===== src/swk_pkg.sv =====
// shared constants for the standby wake counter
package swk_pkg;

    localparam int          CNT_W           = 40;
    localparam int          BYTE_W          = 8;
    localparam int          NUM_BYTES       = 5;
    localparam int          ADDR_W          = 8;
    localparam int          IDX_W           = 3;

    // byte-wide configuration map
    localparam logic [7:0]  ADR_COUNTER     = 8'h40;
    localparam logic [7:0]  ADR_MATCH       = 8'h48;
    localparam logic [7:0]  ADR_MATCHBIT    = 8'h50;
    localparam logic [7:0]  ADR_CTRL        = 8'h58;

    // control/status byte layout
    localparam int          CTL_RTC_RST     = 7;
    localparam int          CTL_CNT_EN      = 6;
    localparam int          CTL_WAKE_MATCH  = 5;
    localparam int          CTL_MODE_HI     = 4;
    localparam int          CTL_MODE_LO     = 3;
    localparam int          CTL_CLR_MATCH   = 2;
    localparam int          CTL_CLR_N       = 1;
    localparam int          CTL_OSC_EN      = 0;
    localparam logic [7:0]  CTRL_RESET      = 8'h00;

    localparam logic [CNT_W-1:0] CNT_ZERO   = 40'h00_0000_0000;
    localparam logic [7:0]  BYTE_ZERO       = 8'h00;

    // prescaler
    localparam int          PRESCALE_DIV    = 128;
    localparam int          FIRST_TICK_EDGES = 64;
    localparam int          PRE_W           = 7;

    // cycles that the internal reset lingers after its bit clears
    localparam logic [1:0]  RST_RELEASE_CYC = 2'h2;

endpackage : swk_pkg


===== src/swk_tick_if.sv =====
// run request and advance tick between core and prescaler
`timescale 1ns/1ps
`default_nettype none
interface swk_tick_if;
    logic run;
    logic tick;
    modport pre  (input run,  output tick);
    modport core (output run, input tick);
endinterface : swk_tick_if
`default_nettype wire


===== src/swk_prescaler.sv =====
// slow tick synchroniser and divide-by-128 prescaler
`timescale 1ns/1ps
`default_nettype none
module swk_prescaler
    import swk_pkg::*;
(
    input  wire logic   clk,
    input  wire logic   rst_b,
    input  wire logic   tick_pin_in,
    swk_tick_if.pre     tif
);
    import swk_pkg::*;

    localparam logic [PRE_W-1:0] PRE_LAST  = PRE_W'(PRESCALE_DIV - 1);
    localparam logic [PRE_W-1:0] PRE_START = PRE_W'(PRESCALE_DIV - FIRST_TICK_EDGES);

    typedef struct packed {
        logic             sync1;
        logic             sync2;
        logic             last;
        logic [PRE_W-1:0] pre;
        logic             tick;
    } swk_pre_s;

    swk_pre_s st_ff;
    swk_pre_s nxt_st;

    always_comb begin
        nxt_st       = st_ff;
        nxt_st.sync1 = tick_pin_in;
        nxt_st.sync2 = st_ff.sync1;
        nxt_st.last  = st_ff.sync2;
        nxt_st.tick  = 1'b0;
        if (!tif.run) begin
            // first advance after 64 edges, later ones every 128
            nxt_st.pre = PRE_START;
        end else if (st_ff.sync2 && !st_ff.last) begin
            if (st_ff.pre == PRE_LAST) begin
                nxt_st.pre  = '0;
                nxt_st.tick = 1'b1;
            end else begin
                nxt_st.pre = st_ff.pre + 1'b1;
            end
        end
    end

    always_ff @(posedge clk or negedge rst_b) begin
        if (!rst_b) begin
            st_ff <= '{sync1: 1'b0, sync2: 1'b0, last: 1'b0, pre: PRE_START, tick: 1'b0};
        end else begin
            st_ff <= nxt_st;
        end
    end

    assign tif.tick = st_ff.tick;

endmodule : swk_prescaler
`default_nettype wire


===== src/swk_counter.sv =====
// standby wake counter: 40-bit loadable counter, match logic, byte-wide config space
//
// What this block does
// - 40-bit up-counter that can be preloaded before counting starts.
// - slow tick divided by 128; counter advances once per prescaler period.
// - optionally clear counter to zero when count equals match value.
// - no clear on match while the match value is all zeros.
// - per-bit match indicators, one when counter bit equals match bit.
// - fabric match flag high while count equals match value, with wake-on-match and oscillator enable bits set.
// - power wake match equals fabric match flag exactly.
// - software preloads counter and reads count at the counter addresses.
// - lowest count byte read live and snapshotted; upper count bytes come from the holding register for byte consistency.
// - configuration space is byte-wide, one byte per address.
// - two-bit oscillator mode output driven by the mode field.
// - oscillator select output driven by the oscillator enable bit.
// - in standby counter keeps running and a match can wake the regulator.
// - in sleep, with crystal off, a counter match never wakes the regulator.
// - first increment after 64 tick edges; counter loads only while disabled.
// - both match outputs held low while wake-on-match bit is clear.
// - clear on match is synchronous, on the edge where count equals match.
// - clearing the active-low counter clear bit zeroes all 40 bits.
//
// The plain strobed port and the placing of the registers were left to the implementer.
`timescale 1ns/1ps
`default_nettype none
module swk_counter
    import swk_pkg::*;
(
    input  wire logic                 CLOCK,
    input  wire logic                 RST_B,
    input  wire logic                 SLOW_TICK_CLOCK,
    input  wire logic [ADDR_W-1:0]    ADDR,
    input  wire logic [BYTE_W-1:0]    WDATA,
    input  wire logic                 WR,
    input  wire logic                 RD,
    output logic      [BYTE_W-1:0]    RDATA,
    output logic      [1:0]           OSC_MODE_OUT,
    output logic                      OSC_SELECT_OUT,
    output logic                      FABRIC_MATCH_FLAG,
    output logic                      POWER_WAKE_MATCH
);
    import swk_pkg::*;

    typedef struct packed {
        logic [CNT_W-1:0]  cnt;
        logic [CNT_W-1:0]  hold;
        logic [CNT_W-1:0]  match;
        logic [BYTE_W-1:0] ctrl;
        logic [1:0]        rst_dly;
        logic [BYTE_W-1:0] rdata;
    } swk_core_s;

    swk_core_s st_ff;
    swk_core_s nxt_st;

    swk_tick_if tif ();

    // true when addr falls in the five-byte group starting at base
    function automatic logic in_group(input logic [ADDR_W-1:0] addr,
                                      input logic [ADDR_W-1:0] base);
        logic [ADDR_W-1:0] off;
        off = addr - base;
        return (addr >= base) && (off < ADDR_W'(NUM_BYTES));
    endfunction : in_group

    function automatic logic [BYTE_W-1:0] pick_byte(input logic [CNT_W-1:0] val,
                                                   input logic [IDX_W-1:0]  idx);
        return val[int'(idx)*BYTE_W +: BYTE_W];
    endfunction : pick_byte

    logic [IDX_W-1:0] byte_idx;
    logic             hold_rst;
    logic             cnt_en;
    logic             run;
    logic             cnt_eq;
    logic [CNT_W-1:0] bit_match;
    logic             wake_ok;
    logic             clr_match;

    assign byte_idx  = ADDR[IDX_W-1:0];
    // internal reset lingers two cycles after the control bit is cleared
    assign hold_rst  = st_ff.ctrl[CTL_RTC_RST] || (st_ff.rst_dly != 2'h0);
    assign cnt_en    = st_ff.ctrl[CTL_CNT_EN];
    assign run       = cnt_en && !hold_rst;
    assign bit_match = ~(st_ff.cnt ^ st_ff.match);
    assign cnt_eq    = (st_ff.cnt == st_ff.match);
    // crystal off means sleep; a match must not wake the regulator then
    assign wake_ok   = st_ff.ctrl[CTL_WAKE_MATCH] && st_ff.ctrl[CTL_OSC_EN];
    assign clr_match = run && st_ff.ctrl[CTL_CLR_MATCH] && cnt_eq
                       && (st_ff.match != CNT_ZERO);

    assign tif.run = run;

    swk_prescaler u_pre (
        .clk         (CLOCK),
        .rst_b       (RST_B),
        .tick_pin_in (SLOW_TICK_CLOCK),
        .tif         (tif.pre)
    );

    always_comb begin
        nxt_st       = st_ff;
        nxt_st.rdata = BYTE_ZERO;

        if (st_ff.ctrl[CTL_RTC_RST]) begin
            nxt_st.rst_dly = RST_RELEASE_CYC;
        end else if (st_ff.rst_dly != 2'h0) begin
            nxt_st.rst_dly = st_ff.rst_dly - 1'b1;
        end

        // counter next value, highest priority first
        if (hold_rst || !st_ff.ctrl[CTL_CLR_N]) begin
            nxt_st.cnt = CNT_ZERO;
        end else if (clr_match) begin
            nxt_st.cnt = CNT_ZERO;
        end else if (run && tif.tick) begin
            nxt_st.cnt = st_ff.cnt + 1'b1;
        end else if (WR && !cnt_en && in_group(ADDR, ADR_COUNTER)) begin
            nxt_st.cnt[int'(byte_idx)*BYTE_W +: BYTE_W] = WDATA;
        end

        if (WR && in_group(ADDR, ADR_MATCH)) begin
            nxt_st.match[int'(byte_idx)*BYTE_W +: BYTE_W] = WDATA;
        end
        if (WR && (ADDR == ADR_CTRL)) begin
            nxt_st.ctrl = WDATA;
        end

        if (RD) begin
            if (in_group(ADDR, ADR_COUNTER)) begin
                if (byte_idx == '0) begin
                    // lowest byte opens a count access and freezes the snapshot
                    nxt_st.hold  = st_ff.cnt;
                    nxt_st.rdata = pick_byte(st_ff.cnt, byte_idx);
                end else begin
                    nxt_st.rdata = pick_byte(st_ff.hold, byte_idx);
                end
            end else if (in_group(ADDR, ADR_MATCH)) begin
                nxt_st.rdata = pick_byte(st_ff.match, byte_idx);
            end else if (in_group(ADDR, ADR_MATCHBIT)) begin
                nxt_st.rdata = pick_byte(bit_match, byte_idx);
            end else if (ADDR == ADR_CTRL) begin
                nxt_st.rdata = st_ff.ctrl;
            end
        end
    end

    always_ff @(posedge CLOCK or negedge RST_B) begin
        if (!RST_B) begin
            st_ff <= '{cnt: CNT_ZERO, hold: CNT_ZERO, match: CNT_ZERO, ctrl: CTRL_RESET,
                       rst_dly: 2'h0, rdata: BYTE_ZERO};
        end else begin
            st_ff <= nxt_st;
        end
    end

    assign RDATA             = st_ff.rdata;
    assign OSC_MODE_OUT      = st_ff.ctrl[CTL_MODE_HI:CTL_MODE_LO];
    assign OSC_SELECT_OUT    = st_ff.ctrl[CTL_OSC_EN];
    assign FABRIC_MATCH_FLAG = wake_ok && cnt_eq;
    assign POWER_WAKE_MATCH  = FABRIC_MATCH_FLAG;

endmodule : swk_counter
`default_nettype wire


===== config.mk =====
export PLATFORM = sky130hd
export DESIGN_NAME = swk_counter
export DESIGN_NICKNAME = d
export VERILOG_FILES = /design/src/swk_pkg.sv /design/src/swk_tick_if.sv /design/src/swk_prescaler.sv /design/src/swk_counter.sv
export SDC_FILE = /design/constraint.sdc
export NUM_CORES = 1
export LEC_CHECK = 0
export BUFFER_PORTS_ARGS = -buffer_cell sky130_fd_sc_hd__buf_2
export CAP_MARGIN = 20
export CORE_MARGIN = 4
export CORE_UTILIZATION = 50
export CTS_BUF_LIST = sky130_fd_sc_hd__clkbuf_8 sky130_fd_sc_hd__clkbuf_16
export DETAILED_ROUTE_END_ITERATION = 10
export GPL_ROUTABILITY_DRIVEN = 0
export PLACE_DENSITY = 0.67
export SYNTH_ARGS = -nofsm -noshare
export SYNTH_HDL_FRONTEND = slang
export SYNTH_SLANG_ARGS = --single-unit

===== constraint.sdc =====
create_clock -name CLOCK -period 2.9 [get_ports CLOCK]
set_input_delay 0.29 -clock CLOCK [delete_from_list [all_inputs] [get_ports CLOCK]]
set_output_delay 0.29 -clock CLOCK [all_outputs]
set_load 0.1 [all_outputs]

=== Word level (Yosys, flattened, before mapping) ===
Cells that the tools add are included.

* Output and inout bits: 13
* Word-level logic and storage cells: 82
* Bits of input ports: 21
* Flip-flop bits (word level): 149

* Shift operators: 6
* Equal/unequal tests: 4
* Multiplexer cells: 19
* Add/sub/neg operators: 7
* Bitwise gates (word level): 2
* Magnitude comparators: 6
* Reduce and logical (&&, ||, !) cells: 27

{| class="wikitable"
|+ Operators by type and width
! cell !! count
|-
| 40-bit 2-to-1 mux || 4
|-
| 40-bit by 7-bit variable part select with 8-bit output || 4
|-
| 40-bit bitwise mux || 2
|-
| 8-bit 2-to-1 mux || 7
|-
| 40-bit by 1-bit adder with 40-bit output, second input constant || 1
|-
| 40-bit equality test || 1
|-
| 40-bit NOT || 1
|-
| 40-bit nonzero test || 1
|-
| 8-bit by 33-bit variable shift with 40-bit output, first input constant || 1
|-
| 8-bit by 33-bit variable part select with 40-bit output || 1
|-
| 40-bit XOR || 1
|-
| 6-bit negation with 33-bit output || 1
|-
| 8-bit by 7-bit greater-or-equal comparator with 1-bit output, second input constant || 3
|-
| 8-bit by 3-bit less-than comparator with 1-bit output, second input constant || 3
|-
| 8-bit by 7-bit subtractor with 8-bit output, second input constant || 3
|-
| 1-bit logical AND || 15
|-
| 7-bit 2-to-1 mux || 2
|-
| 8-bit by 7-bit equality test with 1-bit output, second input constant || 1
|-
| 7-bit by 1-bit adder with 7-bit output, second input constant || 1
|-
| 7-bit equality test, second input constant || 1
|-
| 1-bit zero test || 4
|-
| 2-bit 2-to-1 mux || 2
|-
| 2-bit nonzero test || 2
|-
| 4-bit nonzero test || 1
|-
| 6 further kinds || 8
|}

=== Depth between registers and ports, before layout ===
Gate-level depths: netlist of run 1.

* Depth in word-level cells: 9
* Depth in mapped cells: 13
* Gate-level depth less buffers: 9

=== Hierarchy ===
Synthesis of run 1 repeated with hierarchy kept, for this count alone.

* Cell total of the unflattened synthesis: 912
* Area total of the unflattened synthesis: 9331.4 µm²

{| class="wikitable"
|+ Modules (own cells, without submodules)
! module !! times used !! cells an instance !! area each (µm²) !! seq. area each (µm²)
|-
| swk_counter || 1 || 867 || 8837.2 || 3453.3
|-
| swk_prescaler || 1 || 45 || 494.2 || 276.5
|}

=== Least setup slack after synthesis of run 1 ===
OpenSTA, ideal clock, no wires.

* Path type: register to output
* Start point: register st_ff[111] (netlist bit)
* End point: output port POWER_WAKE_MATCH
* Setup slack: -0.414 ns
* Arrival time: 3.024 ns
* Path buffers: 2
* Cell stages (with the launch flop): 8
* Data required time: 2.610 ns
* Cell sequence: dfrtp_1 -> buf_4 -> xor2_1 -> nor4_1 -> and4_1 -> nand4_1 -> nor2_1 -> buf_4

* Longest elaborated chain between the ends: 2

{| class="wikitable"
|+ Ends and longest elaborated chain
! element !! line !! source
|-
| from (decl) || swk_counter.sv:53 || <nowiki>swk_core_s st_ff;</nowiki>
|-
| from (signal assigned) || swk_counter.sv:150 || <nowiki>st_ff <= '{cnt: CNT_ZERO, hold: CNT_ZERO, match: CNT_ZERO, ctrl: CTRL_RESET,</nowiki>
|-
| from (signal assigned) || swk_counter.sv:153 || <nowiki>st_ff <= nxt_st;</nowiki>
|-
| 40-bit equality test || swk_counter.sv:86 || <nowiki>assign cnt_eq = (st_ff.cnt == st_ff.match);</nowiki>
|-
| 1-bit logical AND || swk_counter.sv:160 || <nowiki>assign FABRIC_MATCH_FLAG = wake_ok && cnt_eq;</nowiki>
|-
| to (decl) || swk_counter.sv:40 || <nowiki>output logic POWER_WAKE_MATCH</nowiki>
|}

Every way passes these cells.

=== Worst setup path in the final report of run 1 ===
* Start point: register st_ff[132] (netlist bit)
* End point: output port FABRIC_MATCH_FLAG

* Longest elaborated chain between the ends: 2

{| class="wikitable"
|+ Ends and longest elaborated chain
! element !! line !! source
|-
| 40-bit equality test || swk_counter.sv:86 ||
|-
| 1-bit logical AND || swk_counter.sv:160 ||
|-
| to (decl) || swk_counter.sv:39 || <nowiki>output logic FABRIC_MATCH_FLAG,</nowiki>
|}

Every way passes these cells.

==> flow_summary.yaml, run 1 <==
setup_path:
  required_ns: 2.61
  crit_cells: 6
  crit_path_end_kind: "primary output"
  crit_family: "simple AND/OR/NAND/NOR gates"
  worstSetupPathType: "flop to primary output"
  crit_chain: "xnor2_1 > nor4b_1 > and4_1 > nand4_1 > nor2_2 > buf_4"
  reg2reg_to: "st_ff[121]$_DFFE_PN0P_"
  crit_slowest_cell: "dfrtp_1"
  cp.arrival_ns: 2.50
  crit_fanout: 8
  reg2reg_from: "st_ff[110]$_DFFE_PN0P_"
  max_stage_delay_ns: 0.49
  startpoint_type: "flop"
  critical_path_buf_inv_count: 1
  rrSetupSlack_ns: 0.27
  reg2reg_depth: 6
hold_path:
  min_to: "RDATA[1]$_DFF_PN0_"
  holdPathStages: 2
  min_from: "RD"
  hold_class: "input pin to flop"
drt:
  drc: 0
  wl_mm: 29.0
  vias: 7846
  detail_route.iter0.violations: 1145
  vias_per_cell: 6.77
  dr.pass1.iters: 6
  wire_per_inst_um: 25.0
  ant_nets: 0
synth:
  synthFlopType: "dfrtp_1"
  synth.distinct_cells: 74
  synth_cells: 908
  ys_top_cells_by_area: "dfrtp_1 40%, mux2_2 7.5%, mux4_2 7.3%"
  syn_area_sq_mm: 0.00921
  syn-num-nets: 939
  synthArstFlopShare_pct: 100
  synth_edf_count: 0
  ys_seq_elements: 149
  yosysSeqAreaShare_pct: 40.5
  avgSynthCellArea_sq_um: 10.1
  synth_top_area_cell: "dfrtp_1"
  synth_top_area_share_pct: 40.2
  yosysWarnings: 0
floorplanning:
  die_x_um: 144
  ios: 34
  dieArea_sq_mm: 0.0207
  start_util_pct: 51.1
  row_count: 49
  fp.dieH_um: 144
  core-area_sq_mm: 0.0180
global_route:
  grt_pass1_vias: 7470
  grt_max_degree: 79
  overflow: 0
  grt_usage_pct: 29.2
  antenna_found_initial: 0
  grt_first_pass_wirelength_mm: 45.0
timing:
  worst_pin_slew_ns: 0.838
  fmax_ghz: 0.359
  fin_skew_ns: 0.00851
  relSlewSlack_pct: 43.4
  rsz0062_at_grt: "yes"
  report.final.slew_viol_count: 0
  period_share_pct: 96.1
  finalCriticalPeriod_ns: 2.79
  setup_viol: 0
  hold_violations: 0
cts:
  cts.htree.levels: 4
  clock_path_buffers: 2
  numClockSinks: 149
  cts_setup_buffers: 0
  cts_buffers: 17
  clock_latency_ns: 0.43
  root_buffer: "clkbuf_16"
  cts_tree: "built"
  path_clk_slew_ns: 0.06
layout:
  layout_commonest_cell: "dfrtp_1"
  layout-drive-gt1-share_pct: 23.7
  syn_to_final_growth_pct: 9.63
  antennaDiodeCount: 0
  mostFrequentLayoutCells: "148 x dfrtp_1, 102 x nand2_1, 61 x mux2_2, 53 x o21ai_0, 50 x nor2_1"
  final_cells: 1159
  nets: 948
  final_core_utilization_pct: 56.0
flow_run:
  maxCapViolCount: 0
place:
  dp_hpwl_mm: 20.7
  place_inst: 1125
  port_buffers: 33
power:
  powerDensity_mw_per_mm2: 449
  power_w: 0.00453
  power_leakage_nw: 4.48
  vdd_drop_max_uv: 322
run_status:
  status: "complete, no violations"
==> worst max path at each step <==
stage / start / to / slack (ns)
after floorplan: st_ff[111]$_DFFE_PN0P_ / POWER_WAKE_MATCH / 0.09
after global placement: ADDR[1] / st_ff[121]$_DFFE_PN0P_ / 0.31
after global routing: st_ff[132]$_DFFE_PN0P_ / FABRIC_MATCH_FLAG / -0.01
final: st_ff[132]$_DFFE_PN0P_ / FABRIC_MATCH_FLAG / 0.11
after detailed placement: ADDR[1] / st_ff[121]$_DFFE_PN0P_ / 0.29
after CTS: st_ff[107]$_DFFE_PN0P_ / FABRIC_MATCH_FLAG / 0.008
==> power by group <==
part	switching [W]	internal, W
Sequential	0.0000256	0.00211
Clock	0.000875	0.00109
Combinational	0.000289	0.000141
==> layout make-up <==
| type | instances | area [sq um] |
|---|---|---|
| timing repair buffer | 70 | 497 |
| sequential | 149 | 3730 |
| clock buffer | 18 | 439 |
| multi-input combinational | 660 | 5000 |
| tap | 229 | 287 |
| inverter | 19 | 71.3 |
| clock inverter | 14 | 76.3 |
| fill | 1551 | 7930 |
==> flip-flops by register name (all words and copies together), names as in the netlist <==
| name | flops |
|---|---|
| st_ff | 126 |
| RDATA | 8 |
| u_pre.st_ff | 8 |
| OSC_MODE_OUT | 2 |
| u_pre.nxt_st | 2 |
| OSC_SELECT_OUT | 1 |
| cnt_en | 1 |
| u_pre.tif.tick | 1 |
==> cells in the mapped netlist (19+ instances only) <==
master,n
mux4_2,30
nor3_1,27
nand2_1,102
dfrtp_1,148
xnor2_1,19
o21ai_0,53
clkbuf_1,22
nor4_1,25
buf_2,37
nand3_1,33
and3_1,19
a21oi_1,25
xor2_1,31
mux2_2,61
nor2_1,51
==> per-layer routing <==
layer | wire length, um | track usage [%] | vias to the layer above
li1 | - | - | 3387
met1 | 11800 | 40.7 | 3851
met2 | 13100 | 44.3 | 510
met3 | 2600 | 5.89 | 98
met4 | 1450 | 12.8 | 0
met5 | 0 | 0 | -
==> timing repair <==
| item | in CTS | in global routing |
|---|---|---|
| endpoints found under the setup margin | 0 | 2 |
| hold buffers | 2 | 0 |
| resized for setup | 0 | 4 |
| endpoints found under the hold margin | 76 | 0 |
==> stage by stage <==
| step | hold WS [ns] | setup slack, ns | instance area [sq um] | TNS (ns) |
|---|---|---|---|---|
| after floorplan | -0.00559 | 0.0894 | 9210 | 0 |
| after global placement | 0.334 | 0.313 | 9560 | 0 |
| after detailed placement | 0.342 | 0.289 | 9560 | 0 |
| after CTS | 0.170 | 0.00796 | 10100 | 0 |
| after global routing | 0.180 | -0.0116 | 10100 | -0.0191 |
| final | 0.181 | 0.112 | 10100 | 0 |
==> logic make-up after synthesis <==
| group | after synthesis | share of synthesized area [%] |
|---|---|---|
| AO/OA/AOI/OAI | 160 | 12.0 |
| XOR/XNOR | 50 | 4.75 |
| adder cells (fa/ha/maj) | 10 | 1.36 |
| buffers and inverters | 99 | 5.32 |
| flip-flops | 149 | 40.5 |
| multiplexers | 109 | 16.7 |
| AND/OR/NAND/NOR | 331 | 19.4 |
(Power assumes the default switching activity.)
==> run 2: changes to the inputs <==
--- a/config.mk
+++ b/config.mk
@@ -13,6 +13,7 @@
 export DETAILED_ROUTE_END_ITERATION = 10
 export GPL_ROUTABILITY_DRIVEN = 0
 export PLACE_DENSITY = 0.67
+export SETUP_SLACK_MARGIN = 0.15
 export SYNTH_ARGS = -nofsm -noshare
 export SYNTH_HDL_FRONTEND = slang
 export SYNTH_SLANG_ARGS = --single-unit
==> flow_summary.yaml, run 2 (synthesized netlist as in run 1, its figures left out) <==
run_status:
  status: "complete, no violations"
floorplanning:
  ios: 34
  row_count: 49
  start_util_pct: 51.1
  die_x_um: 144
  fp.dieH_um: 144
  core-area_sq_mm: 0.0180
  dieArea_sq_mm: 0.0207
hold_path:
  hold_class: "input pin to flop"
  min_from: "RD"
setup_path:
  crit_path_end_kind: "primary output"
  startpoint_type: "flop"
  crit_fanout: 6
  crit_start: "st_ff[108]$_DFFE_PN0P_"
  critical_path_buf_inv_count: 1
  crit_chain: "xor2_1 > nor4b_2 > and4_1 > nand4_1 > nor2_4 > buf_6"
  crit_family: "simple AND/OR/NAND/NOR gates"
  reg2reg_from: "st_ff[108]$_DFFE_PN0P_"
  crit_slowest_cell: "dfrtp_1"
  max_stage_delay_ns: 0.49
  required_ns: 2.61
  worstSetupPathType: "flop to primary output"
  rrSetupSlack_ns: 0.36
  cp.arrival_ns: 2.41
layout:
  regArea_sq_mm: 0.00373
  regMostFlops: "st_ff"
  layout_commonest_cell: "dfrtp_1"
  final_area_sq_mm: 0.0103
  nets: 949
  layout-drive-gt1-share_pct: 25.3
  nFillCells: 1557
  antennaDiodeCount: 0
  mostFrequentLayoutCells: "144 x dfrtp_1, 102 x nand2_1, 61 x mux2_2, 53 x o21ai_0, 50 x nor2_1"
  multi_input_area_sq_mm: 0.00506
  syn_to_final_growth_pct: 11.8
  largest_reg_flops: 126
drt:
  dr.pass1.iters: 5
  wire_per_inst_um: 24.9
  detail_route.iter0.violations: 954
  ant_nets: 0
  wl_mm: 28.9
  vias: 7815
  drc: 0
  vias_per_cell: 6.74
place:
  dp_hpwl_mm: 20.6
  place_area_sq_mm: 0.00956
  port_buffers: 33
global_route:
  antenna_found_initial: 0
  overflow: 0
  grt_pass1_vias: 7543
  grt_usage_pct: 29.1
  grt_first_pass_wirelength_mm: 45.1
  grt_max_degree: 70
timing:
  hold_violations: 0
  setup_viol: 0
  finalCriticalPeriod_ns: 2.70
  period_share_pct: 93.2
  rsz0062_at_grt: "yes"
  fmax_ghz: 0.370
  relSlewSlack_pct: 39.2
  tns_ns: 0
  fin_skew_ns: 0.00822
  report.final.slew_viol_count: 0
  worst_pin_slew_ns: 0.900
power:
  power_frac_comb_pct: 8.9
  pwr-share-clk_pct: 48.0
  p_switching_w: 0.00124
  intPower_w: 0.00371
  seq_power_share_pct: 43.1
  p_sw_share_pct: 25.1
  powerDensity_mw_per_mm2: 481
  power_leakage_nw: 4.52
  vdd_drop_max_uv: 395
cts:
  root_buffer: "clkbuf_16"
  cts_buffers: 17
  clock_latency_ns: 0.44
  numClockSinks: 149
  path_clk_slew_ns: 0.06
  cts_tree: "built"
  cts.htree.levels: 4
  clock_path_buffers: 2
flow_run:
  maxCapViolCount: 0
==> run 2: changes by cell type in the layout (fill, tap and decap cells not counted), moves of 4 or more <==
cell	previous run	this run
xnor2_1	19	14
clkinv_2	6	1
dfrtp_2	0	4
bufinv_16	0	4
xnor2_2	0	5
dfrtp_1	148	144
==> run 2: layer usage <==
layer / global-route usage, % / up-vias / wire length (um)
met5: 0 / - / 0
met4: 13.7 / 0 / 1490
met3: 6.32 / 102 / 2660
met2: 43.9 / 484 / 12900
met1: 40.1 / 3841 / 11900
li1: - / 3388 / -
==> run 2: layout make-up <==
class,count,share of cell area (%)
inverter,19,0.693
clock inverter,14,1.82
multi-input combinational,660,49.2
sequential,149,36.3
timing repair buffer,71,4.97
clock buffer,18,4.27
tap,229,2.78
==> run 2: power by group through the flow <==
stage,Clock (W),Combinational [W],Sequential [W]
finish,0.00238,0.000439,0.00214
global route,0.00249,0.000480,0.00214
CTS,0.00240,0.000431,0.00213
detailed placement,0,0.000427,0.00217
global placement,0,0.000417,0.00217
floorplan,0,0.000267,0.00217
==> run 2: worst register-to-register path, cell delays in order, from the launching register on <==
cell and delay [ns]:
dfrtp_1 0.49, xor2_1 0.24, nor4b_2 0.31, and4_1 0.23
nand4_1 0.25, buf_4 0.24, o211ai_2 0.20, buf_12 0.25
and3b_1 0.23
==> run 2: path summary, 6_finish.rpt <==
kind | to | depth (start not counted)
max in group asynchronous | st_ff[103]$_DFFE_PN0P_ | 3
min in group asynchronous | u_pre.st_ff[1]$_DFFE_PN0P_ | 2
max | POWER_WAKE_MATCH | 6
min reg2reg | u_pre.nxt_st[8]$_DFF_PN0_ | 0
max reg2reg | st_ff[108]$_DFFE_PN0P_ | 8
min | RDATA[0]$_DFF_PN0_ | 2
==> run 2: metrics by stage <==
step / util (%) / hold slack (ns) / std cells / total power (W) / setup WS [ns]
floorplan: - / -0.00559 / 908 / 0.00244 / 0.189
global placement: 53.1 / 0.289 / 1125 / 0.00259 / 0.413
detailed placement: 53.1 / 0.294 / 1125 / 0.00260 / 0.364
CTS: 56.7 / 0.164 / 1159 / 0.00496 / 0.138
global route: 57.1 / 0.175 / 1160 / 0.00510 / 0.117
finish: 57.1 / 0.181 / 1160 / 0.00495 / 0.196
==> run 2: what timing repair did <==
item                                    CTS  global route
pin swaps                                 1             1
hold buffers                              2             0
endpoints found under the setup margin    2             3
setup buffers                             0             1
hold endpoints to repair                 53             0
gates resized for setup                   2            15
